==> config.mk <==
export PLATFORM = sky130hd
export DESIGN_NAME = csir_core_regs
export DESIGN_NICKNAME = d
export VERILOG_FILES = /design/src/csir_pkg.sv /design/src/csir_core_regs.sv
export VERILOG_INCLUDE_DIRS = /design/src
export SDC_FILE = /design/constraint.sdc
export NUM_CORES = 1
export LEC_CHECK = 0
export BUFFER_PORTS_ARGS = -buffer_cell sky130_fd_sc_hd__buf_2
export CORE_ASPECT_RATIO = 0.8
export CORE_MARGIN = 3
export CORE_UTILIZATION = 45
export CTS_CLUSTER_DIAMETER = 30
export DETAILED_ROUTE_END_ITERATION = 8
export PLACE_DENSITY = 0.72
export SYNTH_ARGS = -nofsm -noshare
export SYNTH_HDL_FRONTEND = slang
export SYNTH_SLANG_ARGS = --single-unit
==> constraint.sdc <==
create_clock -name SYS_CLK_I -period 2.8 [get_ports SYS_CLK_I]
set_input_delay 0.28 -clock SYS_CLK_I [delete_from_list [all_inputs] [get_ports SYS_CLK_I]]
set_output_delay 0.28 -clock SYS_CLK_I [all_outputs]
set_load 0.05 [all_outputs]
==> src/csir_params.svh <==
// Constants for the core status and interrupt control register bank
`ifndef CSIR_PARAMS_SVH
`define CSIR_PARAMS_SVH
`define CSIR_ADDR_STATUS 1'h0
`define CSIR_ADDR_INTCTL 1'h1
`define CSIR_BIT_HIGH_BANK 7
`define CSIR_BIT_RES_BANK 6
`define CSIR_BIT_BANK 5
`define CSIR_BIT_WDT_N 4
`define CSIR_BIT_PD_N 3
`define CSIR_BIT_ZERO 2
`define CSIR_BIT_DC 1
`define CSIR_BIT_CARRY 0
`define CSIR_BIT_GIE 7
`define CSIR_BIT_PERIPHERAL_GROUP_ENABLE 6
`define CSIR_BIT_TIMER0_OVERFLOW_ENABLE 5
`define CSIR_BIT_EIE 4
`define CSIR_BIT_GCIE 3
`define CSIR_BIT_TIMER0_OVERFLOW_FLAG 2
`define CSIR_BIT_EIF 1
`define CSIR_BIT_GCIF 0
`define CSIR_STATUS_RESET 8'h18
`define CSIR_INTCTL_RESET 8'h00
`define CSIR_PIN_COUNT 6
`endif

==> src/csir_pkg.sv <==
// Types for the core status and interrupt control register bank
package csir_pkg;
    typedef enum logic [5:0] {
        CSIR_OP_NONE = 6'h01,
        CSIR_OP_ADD = 6'h02,
        CSIR_OP_SUB = 6'h04,
        CSIR_OP_LOGIC = 6'h08,
        CSIR_OP_ROT_LEFT = 6'h10,
        CSIR_OP_ROT_RIGHT = 6'h20
    } csir_op_type;
endpackage

==> src/csir_core_regs.sv <==
// Core status register and interrupt control register with flag logic
//
// Summary of operation
// - Flag-updating op targeting status: data write to Z, DC, C blocked.
// - Writes to time-out and power-down bits are ignored.
// - Clear instruction on status clears top three bits, sets Z.
// - Bank select bit 5 steers direct addressing; resets to zero.
// - Time-out bit set at power-up, watchdog clear, sleep; cleared on expiry.
// - Power-down bit set at power-up, watchdog clear; cleared by sleep.
// - Zero flag set when an add, subtract or logic result is zero, cleared otherwise.
// - Digit carry from bit 3 into bit 4; inverted borrow for subtract.
// - Carry from most significant bit; inverted borrow for subtract.
// - Subtraction adds the two's complement of the second operand.
// - Rotates load carry with the bit shifted out.
// - Interrupt flags set regardless of the control register enable bits.
// - Bit 7 global enable gates every interrupt.
// - Bit 6 gates the peripheral interrupt group.
// - Bits 5, 4, 3 enable timer0, edge pin and pin change sources.
// - Timer0 flag set on rollover, held until software clears it.
// - Edge pin flag set on edge event, held until cleared.
// - Pin change flag set when an enabled pin changes, held until cleared.
// - Only pins enabled in the per-pin change mask contribute.
//
// Chosen here: strobed register access and the placing of the registers.
`timescale 1ns/1ps
`default_nettype none
`include "csir_params.svh"

module csir_core_regs #(
    parameter int PIN_COUNT = `CSIR_PIN_COUNT
) (
    input wire logic SYS_CLK_I,
    input wire logic NRST_I,
    input wire logic ADDR_I,
    input wire logic [7:0] WDATA_I,
    input wire logic WR_I,
    input wire logic RD_I,
    output logic [7:0] RDATA_O,
    input wire logic ALU_VALID_I,
    input wire csir_pkg::csir_op_type ALU_OP_I,
    input wire logic [7:0] ALU_A_I,
    input wire logic [7:0] ALU_B_I,
    output logic [7:0] ALU_RESULT_O,
    input wire logic CLEAR_STATUS_I,
    input wire logic WATCHDOG_CLEAR_INSTR_I,
    input wire logic SLEEP_INSTR_I,
    input wire logic WATCHDOG_EXPIRED_I,
    input wire logic TIMER0_ROLLOVER_I,
    input wire logic EXTERNAL_EDGE_PIN_I,
    input wire logic EDGE_RISING_I,
    input wire logic PERIPH_IRQ_I,
    input wire logic [PIN_COUNT-1:0] GPIO_PINS_I,
    input wire logic [PIN_COUNT-1:0] PER_PIN_CHANGE_ENABLE_I,
    output logic BANK_SELECT_O,
    output logic IRQ_O
);
    import csir_pkg::*;

    typedef struct packed {
        logic [7:0] status;
        logic [7:0] intctl;
        logic [7:0] rdata;
        logic [7:0] result;
        logic irq;
        logic [1:0] edge_sync;
        logic edge_prev;
        logic [PIN_COUNT-1:0] pin_s1;
        logic [PIN_COUNT-1:0] pin_s2;
        logic [PIN_COUNT-1:0] pin_prev;
        logic [2:0] primed;
    } csir_state_type;

    csir_state_type st_q;
    csir_state_type st_d;

    logic [8:0] sum;
    logic [4:0] nib_sum;
    logic [7:0] opnd_b;
    logic cin;
    logic edge_event;
    logic [PIN_COUNT-1:0] pin_change;
    logic irq_req;

    // Adder shared by add and subtract; subtract feeds inverted B plus one
    always_comb
    begin
        opnd_b = (ALU_OP_I == CSIR_OP_SUB) ? ~ALU_B_I : ALU_B_I;
        cin = (ALU_OP_I == CSIR_OP_SUB);
        sum = {1'b0, ALU_A_I} + {1'b0, opnd_b} + {8'h00, cin};
        nib_sum = {1'b0, ALU_A_I[3:0]} + {1'b0, opnd_b[3:0]} + {4'h0, cin};
    end

    // Edge and pin change detection on synchronised copies only; the compare
    // copies hold real pin levels only from the third edge after reset, so a
    // pin that idles high cannot fake an event before then
    assign edge_event = st_q.primed[2] && (st_q.edge_sync[1] != st_q.edge_prev)
        && (st_q.edge_sync[1] == EDGE_RISING_I);
    assign pin_change = st_q.primed[2] ? ((st_q.pin_s2 ^ st_q.pin_prev) & PER_PIN_CHANGE_ENABLE_I)
        : {PIN_COUNT{1'b0}};

    // Request needs global enable; peripheral sources also need group enable
    assign irq_req = st_d.intctl[`CSIR_BIT_GIE]
        && ((st_d.intctl[`CSIR_BIT_TIMER0_OVERFLOW_ENABLE] && st_d.intctl[`CSIR_BIT_TIMER0_OVERFLOW_FLAG])
        || (st_d.intctl[`CSIR_BIT_EIE] && st_d.intctl[`CSIR_BIT_EIF])
        || (st_d.intctl[`CSIR_BIT_GCIE] && st_d.intctl[`CSIR_BIT_GCIF])
        || (st_d.intctl[`CSIR_BIT_PERIPHERAL_GROUP_ENABLE] && PERIPH_IRQ_I));

    // Next-state logic: bus write first, then hardware updates override
    always_comb
    begin
        st_d = st_q;
        st_d.edge_sync = {st_q.edge_sync[0], EXTERNAL_EDGE_PIN_I};
        st_d.edge_prev = st_q.edge_sync[1];
        st_d.pin_s1 = GPIO_PINS_I;
        st_d.pin_s2 = st_q.pin_s1;
        st_d.pin_prev = st_q.pin_s2;
        st_d.primed = {st_q.primed[1:0], 1'b1};
        // Software write: time-out and power-down bits kept from hardware
        if (WR_I && ADDR_I == `CSIR_ADDR_STATUS)
        begin
            st_d.status[7:5] = WDATA_I[7:5];
            // A flag-updating op in the same cycle blocks the write to Z, DC, C
            if (!(ALU_VALID_I && ALU_OP_I != CSIR_OP_NONE))
            begin
                st_d.status[2:0] = WDATA_I[2:0];
            end
        end
        else if (WR_I && ADDR_I == `CSIR_ADDR_INTCTL)
        begin
            st_d.intctl = WDATA_I;
        end
        // Clear instruction: zero upper three bits, set zero flag
        if (CLEAR_STATUS_I)
        begin
            st_d.status[7:5] = 3'h0;
            st_d.status[`CSIR_BIT_ZERO] = 1'b1;
        end
        // Flag results replace any data written to the low three bits
        if (ALU_VALID_I && ALU_OP_I != CSIR_OP_NONE)
        begin
            case (ALU_OP_I)
                CSIR_OP_ADD, CSIR_OP_SUB:
                begin
                    st_d.result = sum[7:0];
                    st_d.status[`CSIR_BIT_ZERO] = (sum[7:0] == 8'h00);
                    st_d.status[`CSIR_BIT_DC] = nib_sum[4];
                    st_d.status[`CSIR_BIT_CARRY] = sum[8];
                end
                CSIR_OP_LOGIC:
                begin
                    st_d.result = ALU_A_I & ALU_B_I;
                    st_d.status[`CSIR_BIT_ZERO] = ((ALU_A_I & ALU_B_I) == 8'h00);
                end
                CSIR_OP_ROT_LEFT:
                begin
                    st_d.result = {ALU_A_I[6:0], st_q.status[`CSIR_BIT_CARRY]};
                    st_d.status[`CSIR_BIT_CARRY] = ALU_A_I[7];
                end
                CSIR_OP_ROT_RIGHT:
                begin
                    st_d.result = {st_q.status[`CSIR_BIT_CARRY], ALU_A_I[7:1]};
                    st_d.status[`CSIR_BIT_CARRY] = ALU_A_I[0];
                end
                default:
                begin
                    st_d.result = st_q.result;
                end
            endcase
        end
        // Reset-cause bits; expiry wins over a same-cycle clear or sleep
        if (WATCHDOG_CLEAR_INSTR_I)
        begin
            st_d.status[`CSIR_BIT_WDT_N] = 1'b1;
            st_d.status[`CSIR_BIT_PD_N] = 1'b1;
        end
        if (SLEEP_INSTR_I)
        begin
            st_d.status[`CSIR_BIT_WDT_N] = 1'b1;
            st_d.status[`CSIR_BIT_PD_N] = 1'b0;
        end
        if (WATCHDOG_EXPIRED_I)
        begin
            st_d.status[`CSIR_BIT_WDT_N] = 1'b0;
        end
        // Event sets come last so a set beats a same-cycle software clear
        if (TIMER0_ROLLOVER_I)
        begin
            st_d.intctl[`CSIR_BIT_TIMER0_OVERFLOW_FLAG] = 1'b1;
        end
        if (edge_event)
        begin
            st_d.intctl[`CSIR_BIT_EIF] = 1'b1;
        end
        if (|pin_change)
        begin
            st_d.intctl[`CSIR_BIT_GCIF] = 1'b1;
        end
        // Read data stand in the cycle after the strobe only
        if (RD_I)
        begin
            if (ADDR_I == `CSIR_ADDR_STATUS)
            begin
                st_d.rdata = st_q.status;
            end
            else
            begin
                st_d.rdata = st_q.intctl;
            end
        end
        else
        begin
            st_d.rdata = 8'h00;
        end
    end

    // Fold the request into the registered state
    csir_state_type st_n;
    always_comb
    begin
        st_n = st_d;
        st_n.irq = irq_req;
    end

    // Single state register; status bits 4 and 3 read one after power-on
    always_ff @(posedge SYS_CLK_I or negedge NRST_I)
    begin
        if (!NRST_I)
        begin
            st_q <= '0;
            st_q.status <= `CSIR_STATUS_RESET;
            st_q.intctl <= `CSIR_INTCTL_RESET;
        end
        else
        begin
            st_q <= st_n;
        end
    end

    assign RDATA_O = st_q.rdata;
    assign ALU_RESULT_O = st_q.result;
    assign BANK_SELECT_O = st_q.status[`CSIR_BIT_BANK];
    assign IRQ_O = st_q.irq;

    // Reference sums built apart from the shared adder, so the checks below
    // do not simply repeat the datapath they guard
    logic [8:0] ref_add;
    logic [4:0] ref_add_nib;
    assign ref_add = {1'b0, ALU_A_I} + {1'b0, ALU_B_I};
    assign ref_add_nib = {1'b0, ALU_A_I[3:0]} + {1'b0, ALU_B_I[3:0]};

    // Write to status never moves the reset-cause bits
    property p_cause_bits_write;
        @(posedge SYS_CLK_I) disable iff (!NRST_I)
        (WR_I && ADDR_I == `CSIR_ADDR_STATUS && !WATCHDOG_CLEAR_INSTR_I && !SLEEP_INSTR_I
        && !WATCHDOG_EXPIRED_I) |=> $stable(st_q.status[4:3]);
    endproperty
    a_cause_bits_write: assert property (p_cause_bits_write) else $error("cause bits written");

    property p_clear_status;
        @(posedge SYS_CLK_I) disable iff (!NRST_I)
        (CLEAR_STATUS_I && !(ALU_VALID_I && ALU_OP_I != CSIR_OP_NONE))
        |=> (st_q.status[7:5] == 3'h0) && st_q.status[2];
    endproperty
    a_clear_status: assert property (p_clear_status) else $error("clear did not act");

    property p_bank_out;
        @(posedge SYS_CLK_I) disable iff (!NRST_I)
        (WR_I && ADDR_I == `CSIR_ADDR_STATUS && !CLEAR_STATUS_I) |=> BANK_SELECT_O == $past(WDATA_I[5]);
    endproperty
    a_bank_out: assert property (p_bank_out) else $error("bank select wrong");

    property p_sleep;
        @(posedge SYS_CLK_I) disable iff (!NRST_I)
        (SLEEP_INSTR_I && !WATCHDOG_EXPIRED_I) |=> !st_q.status[3] && st_q.status[4];
    endproperty
    a_sleep: assert property (p_sleep) else $error("sleep bits wrong");

    property p_expiry;
        @(posedge SYS_CLK_I) disable iff (!NRST_I)
        WATCHDOG_EXPIRED_I |=> !st_q.status[4];
    endproperty
    a_expiry: assert property (p_expiry) else $error("time-out not cleared");

    property p_add_flags;
        @(posedge SYS_CLK_I) disable iff (!NRST_I)
        (ALU_VALID_I && ALU_OP_I == CSIR_OP_ADD) |=> (st_q.status[0] == $past(ref_add[8]))
        && (st_q.status[1] == $past(ref_add_nib[4]))
        && (st_q.status[2] == ($past(ref_add[7:0]) == 8'h00)) && (ALU_RESULT_O == $past(ref_add[7:0]));
    endproperty
    a_add_flags: assert property (p_add_flags) else $error("add flags wrong");

    property p_timer_flag;
        @(posedge SYS_CLK_I) disable iff (!NRST_I)
        TIMER0_ROLLOVER_I |=> st_q.intctl[2];
    endproperty
    a_timer_flag: assert property (p_timer_flag) else $error("timer flag lost");

    property p_irq_gate;
        @(posedge SYS_CLK_I) disable iff (!NRST_I)
        !st_q.intctl[7] |-> !IRQ_O;
    endproperty
    a_irq_gate: assert property (p_irq_gate) else $error("request without global enable");

    // Carry set means no borrow: a carry out of A plus not-B plus one
    property p_sub_flags;
        @(posedge SYS_CLK_I) disable iff (!NRST_I)
        (ALU_VALID_I && ALU_OP_I == CSIR_OP_SUB)
        |=> (st_q.status[0] == ($past(ALU_A_I) >= $past(ALU_B_I)))
        && (st_q.status[1] == ($past(ALU_A_I[3:0]) >= $past(ALU_B_I[3:0])))
        && (ALU_RESULT_O == 8'($past(ALU_A_I) - $past(ALU_B_I)));
    endproperty
    a_sub_flags: assert property (p_sub_flags) else $error("subtract borrow flags wrong");

    // Rotates move only the carry; zero and digit carry keep their values
    property p_rot_left;
        @(posedge SYS_CLK_I) disable iff (!NRST_I)
        (ALU_VALID_I && ALU_OP_I == CSIR_OP_ROT_LEFT && !CLEAR_STATUS_I)
        |=> (st_q.status[0] == $past(ALU_A_I[7])) && (ALU_RESULT_O[7:1] == $past(ALU_A_I[6:0]))
        && $stable(st_q.status[2:1]);
    endproperty
    a_rot_left: assert property (p_rot_left) else $error("rotate left carry wrong");

    property p_rot_right;
        @(posedge SYS_CLK_I) disable iff (!NRST_I)
        (ALU_VALID_I && ALU_OP_I == CSIR_OP_ROT_RIGHT && !CLEAR_STATUS_I)
        |=> (st_q.status[0] == $past(ALU_A_I[0])) && (ALU_RESULT_O[6:0] == $past(ALU_A_I[7:1]))
        && $stable(st_q.status[2:1]);
    endproperty
    a_rot_right: assert property (p_rot_right) else $error("rotate right carry wrong");

    // Logic ops touch only the zero flag, even with a status write beside them
    property p_logic_zero;
        @(posedge SYS_CLK_I) disable iff (!NRST_I)
        (ALU_VALID_I && ALU_OP_I == CSIR_OP_LOGIC)
        |=> (ALU_RESULT_O == ($past(ALU_A_I) & $past(ALU_B_I)))
        && (st_q.status[2] == (ALU_RESULT_O == 8'h00)) && $stable(st_q.status[1:0]);
    endproperty
    a_logic_zero: assert property (p_logic_zero) else $error("logic flags wrong");

    property p_edge_flag;
        @(posedge SYS_CLK_I) disable iff (!NRST_I)
        edge_event |=> st_q.intctl[1];
    endproperty
    a_edge_flag: assert property (p_edge_flag) else $error("edge flag lost");

    property p_pin_flag;
        @(posedge SYS_CLK_I) disable iff (!NRST_I)
        (|pin_change) |=> st_q.intctl[0];
    endproperty
    a_pin_flag: assert property (p_pin_flag) else $error("pin change flag lost");

    // Any enabled core flag under global enable must raise the request
    property p_irq_source;
        @(posedge SYS_CLK_I) disable iff (!NRST_I)
        (st_q.intctl[7] && ((st_q.intctl[5] && st_q.intctl[2]) || (st_q.intctl[4] && st_q.intctl[1])
        || (st_q.intctl[3] && st_q.intctl[0]))) |-> IRQ_O;
    endproperty
    a_irq_source: assert property (p_irq_source) else $error("enabled flag gave no request");
endmodule
`default_nettype wire

==> impl_metrics.toml <==
[timing]
rsz0062_at_grt = "true"
setup_ws_ps = -77.1
slew_headroom = 0.566
setup_viol = 4
drv_slew = 0
hold_viol = 0
hold_slack_ps = 46.5
max_freq_mhz = 348
setup_tns_ps = -213
tightest_slew_ps = 646
clock_skew_ps = 8.40
timing.final.crit_share = 1.03
period_needed_ps = 2880

[drt]
drtAntennaViolNets = 0
drt-wirelength-per-cell_um = 16.9
finalWirelength_mm = 7.66
drt_iter0_drc = 200
vias = 2516
drcViolationCount = 0
via_per_inst = 5.55
drt_pass1_iterations = 5

[power_and_ir_drop]
p_int_mw = 1.49
power_frac_comb = 0.292
netSwitchingPower_uw = 855
total_power_mw = 2.35
p_seq_frac = 0.420
switching_share = 0.364
ir_worst_vdd_mv = 0.445
p_clk_frac = 0.289
power.density_mw_per_mm2 = 612
leakage_nw = 1.80

[yosys]
synth.avg_cell_area_um2 = 11.2
yosysSeqAreaShare = 0.465
yosys.cell_count.top_type = "dfrtp_1"
yosysWarningCount = 0
synth.distinct_cells = 62
yosysTopAreaCell = "dfrtp_1"
syn_nets = 343
synth_flop_cell = "dfrtp_1"
synth_edf_count = 0
ys_top_cells_by_area = "dfrtp_1 (45%), ha_1 (4.5%), buf_4 (4.4%)"
synth_common_cells = "dfrtp_1 (55), buf_4 (18), nor2_1 (15)"
syn_inst = 275
netlist_area_mm2 = 0.00307
async_reset_ff_frac = 1.00
synth_seq_cells = 57
synth_top_area_frac = 0.448

[finish]
layout-drive-gt1-share = 0.390
n_antenna_cell = 0
final_cell_count_no_fill = 453
nNetsFinal = 432
syn2layout_area_growth_pct = 24.7
fillers = 574
fin_util = 0.589
stdcell_area_mm2 = 0.00383

[die]
die_w_um = 98.4
rows = 26
io_pins = 74
chipHeight_um = 79.9
core_mm2 = 0.00651
initial_utilization = 0.472
dieArea_mm2 = 0.00787

[worst_setup_path]
crit_required_ps = 3010
crit_type = "input pin to flop"
max_stage_delay_ps = 530
cpMaxStageDelayCell = "or4_4"
path_cells = "buf_6, or4_4, or3b_4, buf_12, xnor2_2, ha_1, a21oi_2, o311a_1, o21ai_2, xnor2_1, a221oi_1, a21oi_1"
crit_fanout = 5
end_kind = "flop"
start_kind = "input pin"
arrival_ps = 3090

[placement]
place_ws_ps = -368
gp_congestion = 0.918
placed_cells = 433
dp_hpwl_mm = 5.68
place_area_mm2 = 0.00357
port_buffers = 73

[hold_path]
hold_class = "input pin to flop"

[clocking]
clkLatencyLatePin_ps = 340
cts_buffers = 9
clk_pin_slew_ps = 80
cts_buffer_depth = 2
cts_sinks = 57
cts-root-buf = "clkbuf_8"
htreeDepth = 3
cts_tree = "yes"

[run]
cap_violations = 0

[grt]
grt_max_degree = 27
antenna_found_initial = 1
grt_pass1_vias = 2579
grt_use_total = 0.196
grt_first_pass_wirelength_mm = 12.1
grt-ovfl-total = 0

[outcome]
violations = "negative setup slack"
status = "complete, but fails checks"
logic make-up after synthesis:
family          Yosys count  share of synthesized area
compound gates           70                      0.179
simple gates             68                      0.125
flops                    57                      0.465
buf+inv                  33                     0.0737
xor+xnor                 18                     0.0513
mux                      16                     0.0541
fa+ha+maj                12                     0.0513
other cells               1                    0.00122
registers in the layout (all words and copies together) (netlist names):
name	flops
ALU_RESULT_O	8
BANK_SELECT_O	1
IRQ_O	1
st_q	23
st_d	16
RDATA_O	8
placed cells by master, fill, tap and decap left out, types with 3 or more instances in the layout:
master / count
a21oi_1: 11
a221oi_1: 4
a22oi_1: 4
a32o_1: 5
a32oi_1: 4
and3_1: 3
buf_2: 71
buf_4: 28
clkbuf_8: 9
clkinvlp_4: 4
dfrtp_1: 55
ha_1: 11
inv_1: 8
mux2_2: 5
mux2i_1: 11
nand2_1: 14
nand3_1: 4
nor2_1: 15
nor2b_1: 9
nor3_1: 4
nor3b_1: 4
o211ai_1: 4
o21a_1: 5
o21ai_0: 3
xnor2_1: 7
xnor2_2: 4
xor2_1: 7
final timing paths:
path                            cells after the start                     endpoint  slack, ps          startpoint
worst min register to register                      0            st_d[7]$_DFF_PN0_        350  st_d[13]$_DFF_PN0_
worst min-delay path                                1           st_d[10]$_DFF_PN0_         50      GPIO_PINS_I[1]
worst max register to register                      6              IRQ_O$_DFF_PN0_       1270   st_q[6]$_DFF_PN0_
min in group asynchronous                           2  ALU_RESULT_O[7]$_DFFE_PN0P_        490              NRST_I
worst max-delay path                               12  ALU_RESULT_O[5]$_DFFE_PN0P_        -80         ALU_OP_I[1]
max in group asynchronous                           3         st_q[52]$_DFFE_PN1P_       1590              NRST_I
what timing repair did:
| item | 4_1_cts | 5_1_grt |
|---|---|---|
| hold buffers | 1 | 0 |
| setup endpoints to repair | 1 | 6 |
| buffers inserted | 0 | 3 |
| gates resized for setup | 0 | 8 |
| pin swaps | 1 | 15 |
| endpoints found under the hold margin | 23 | 0 |
| gates cloned | 0 | 0 |
power groups by stage:
stage / combinational (mW) / sequential (mW) / clock [mW]
floorplan: 0.512 / 0.990 / 0
global placement: 0.651 / 0.993 / 0
detailed placement: 0.662 / 0.998 / 0
CTS: 0.666 / 0.984 / 0.698
global route: 0.733 / 0.994 / 0.733
finish: 0.684 / 0.985 / 0.678
layer usage:
metal  part of all wire  track usage  up-vias
li1                   -            -     1176
met1               0.44        0.256     1210
met4              0.016       0.0737        2
met5            0.00091            0        -
met2               0.47        0.300      112
met3              0.078       0.0699       16
cell type report:
type,count,area [µm²],share of cell area
clock inverter,7,56.3,0.0147
timing repair buffer,103,618,0.161
sequential,57,1430,0.373
tap,84,105,0.0274
inverter,8,30.0,0.00783
clock buffer,9,124,0.0323
multi-input combinational,185,1470,0.384
worst max-delay path, delay by kind of cell:
kind	cells	cell delay, ps
simple gates	2	990
compound gates	5	930
xor+xnor	2	280
fa+ha+maj	1	350
buf+inv	2	250
Note: power is estimated with default switching activity, not from simulation.
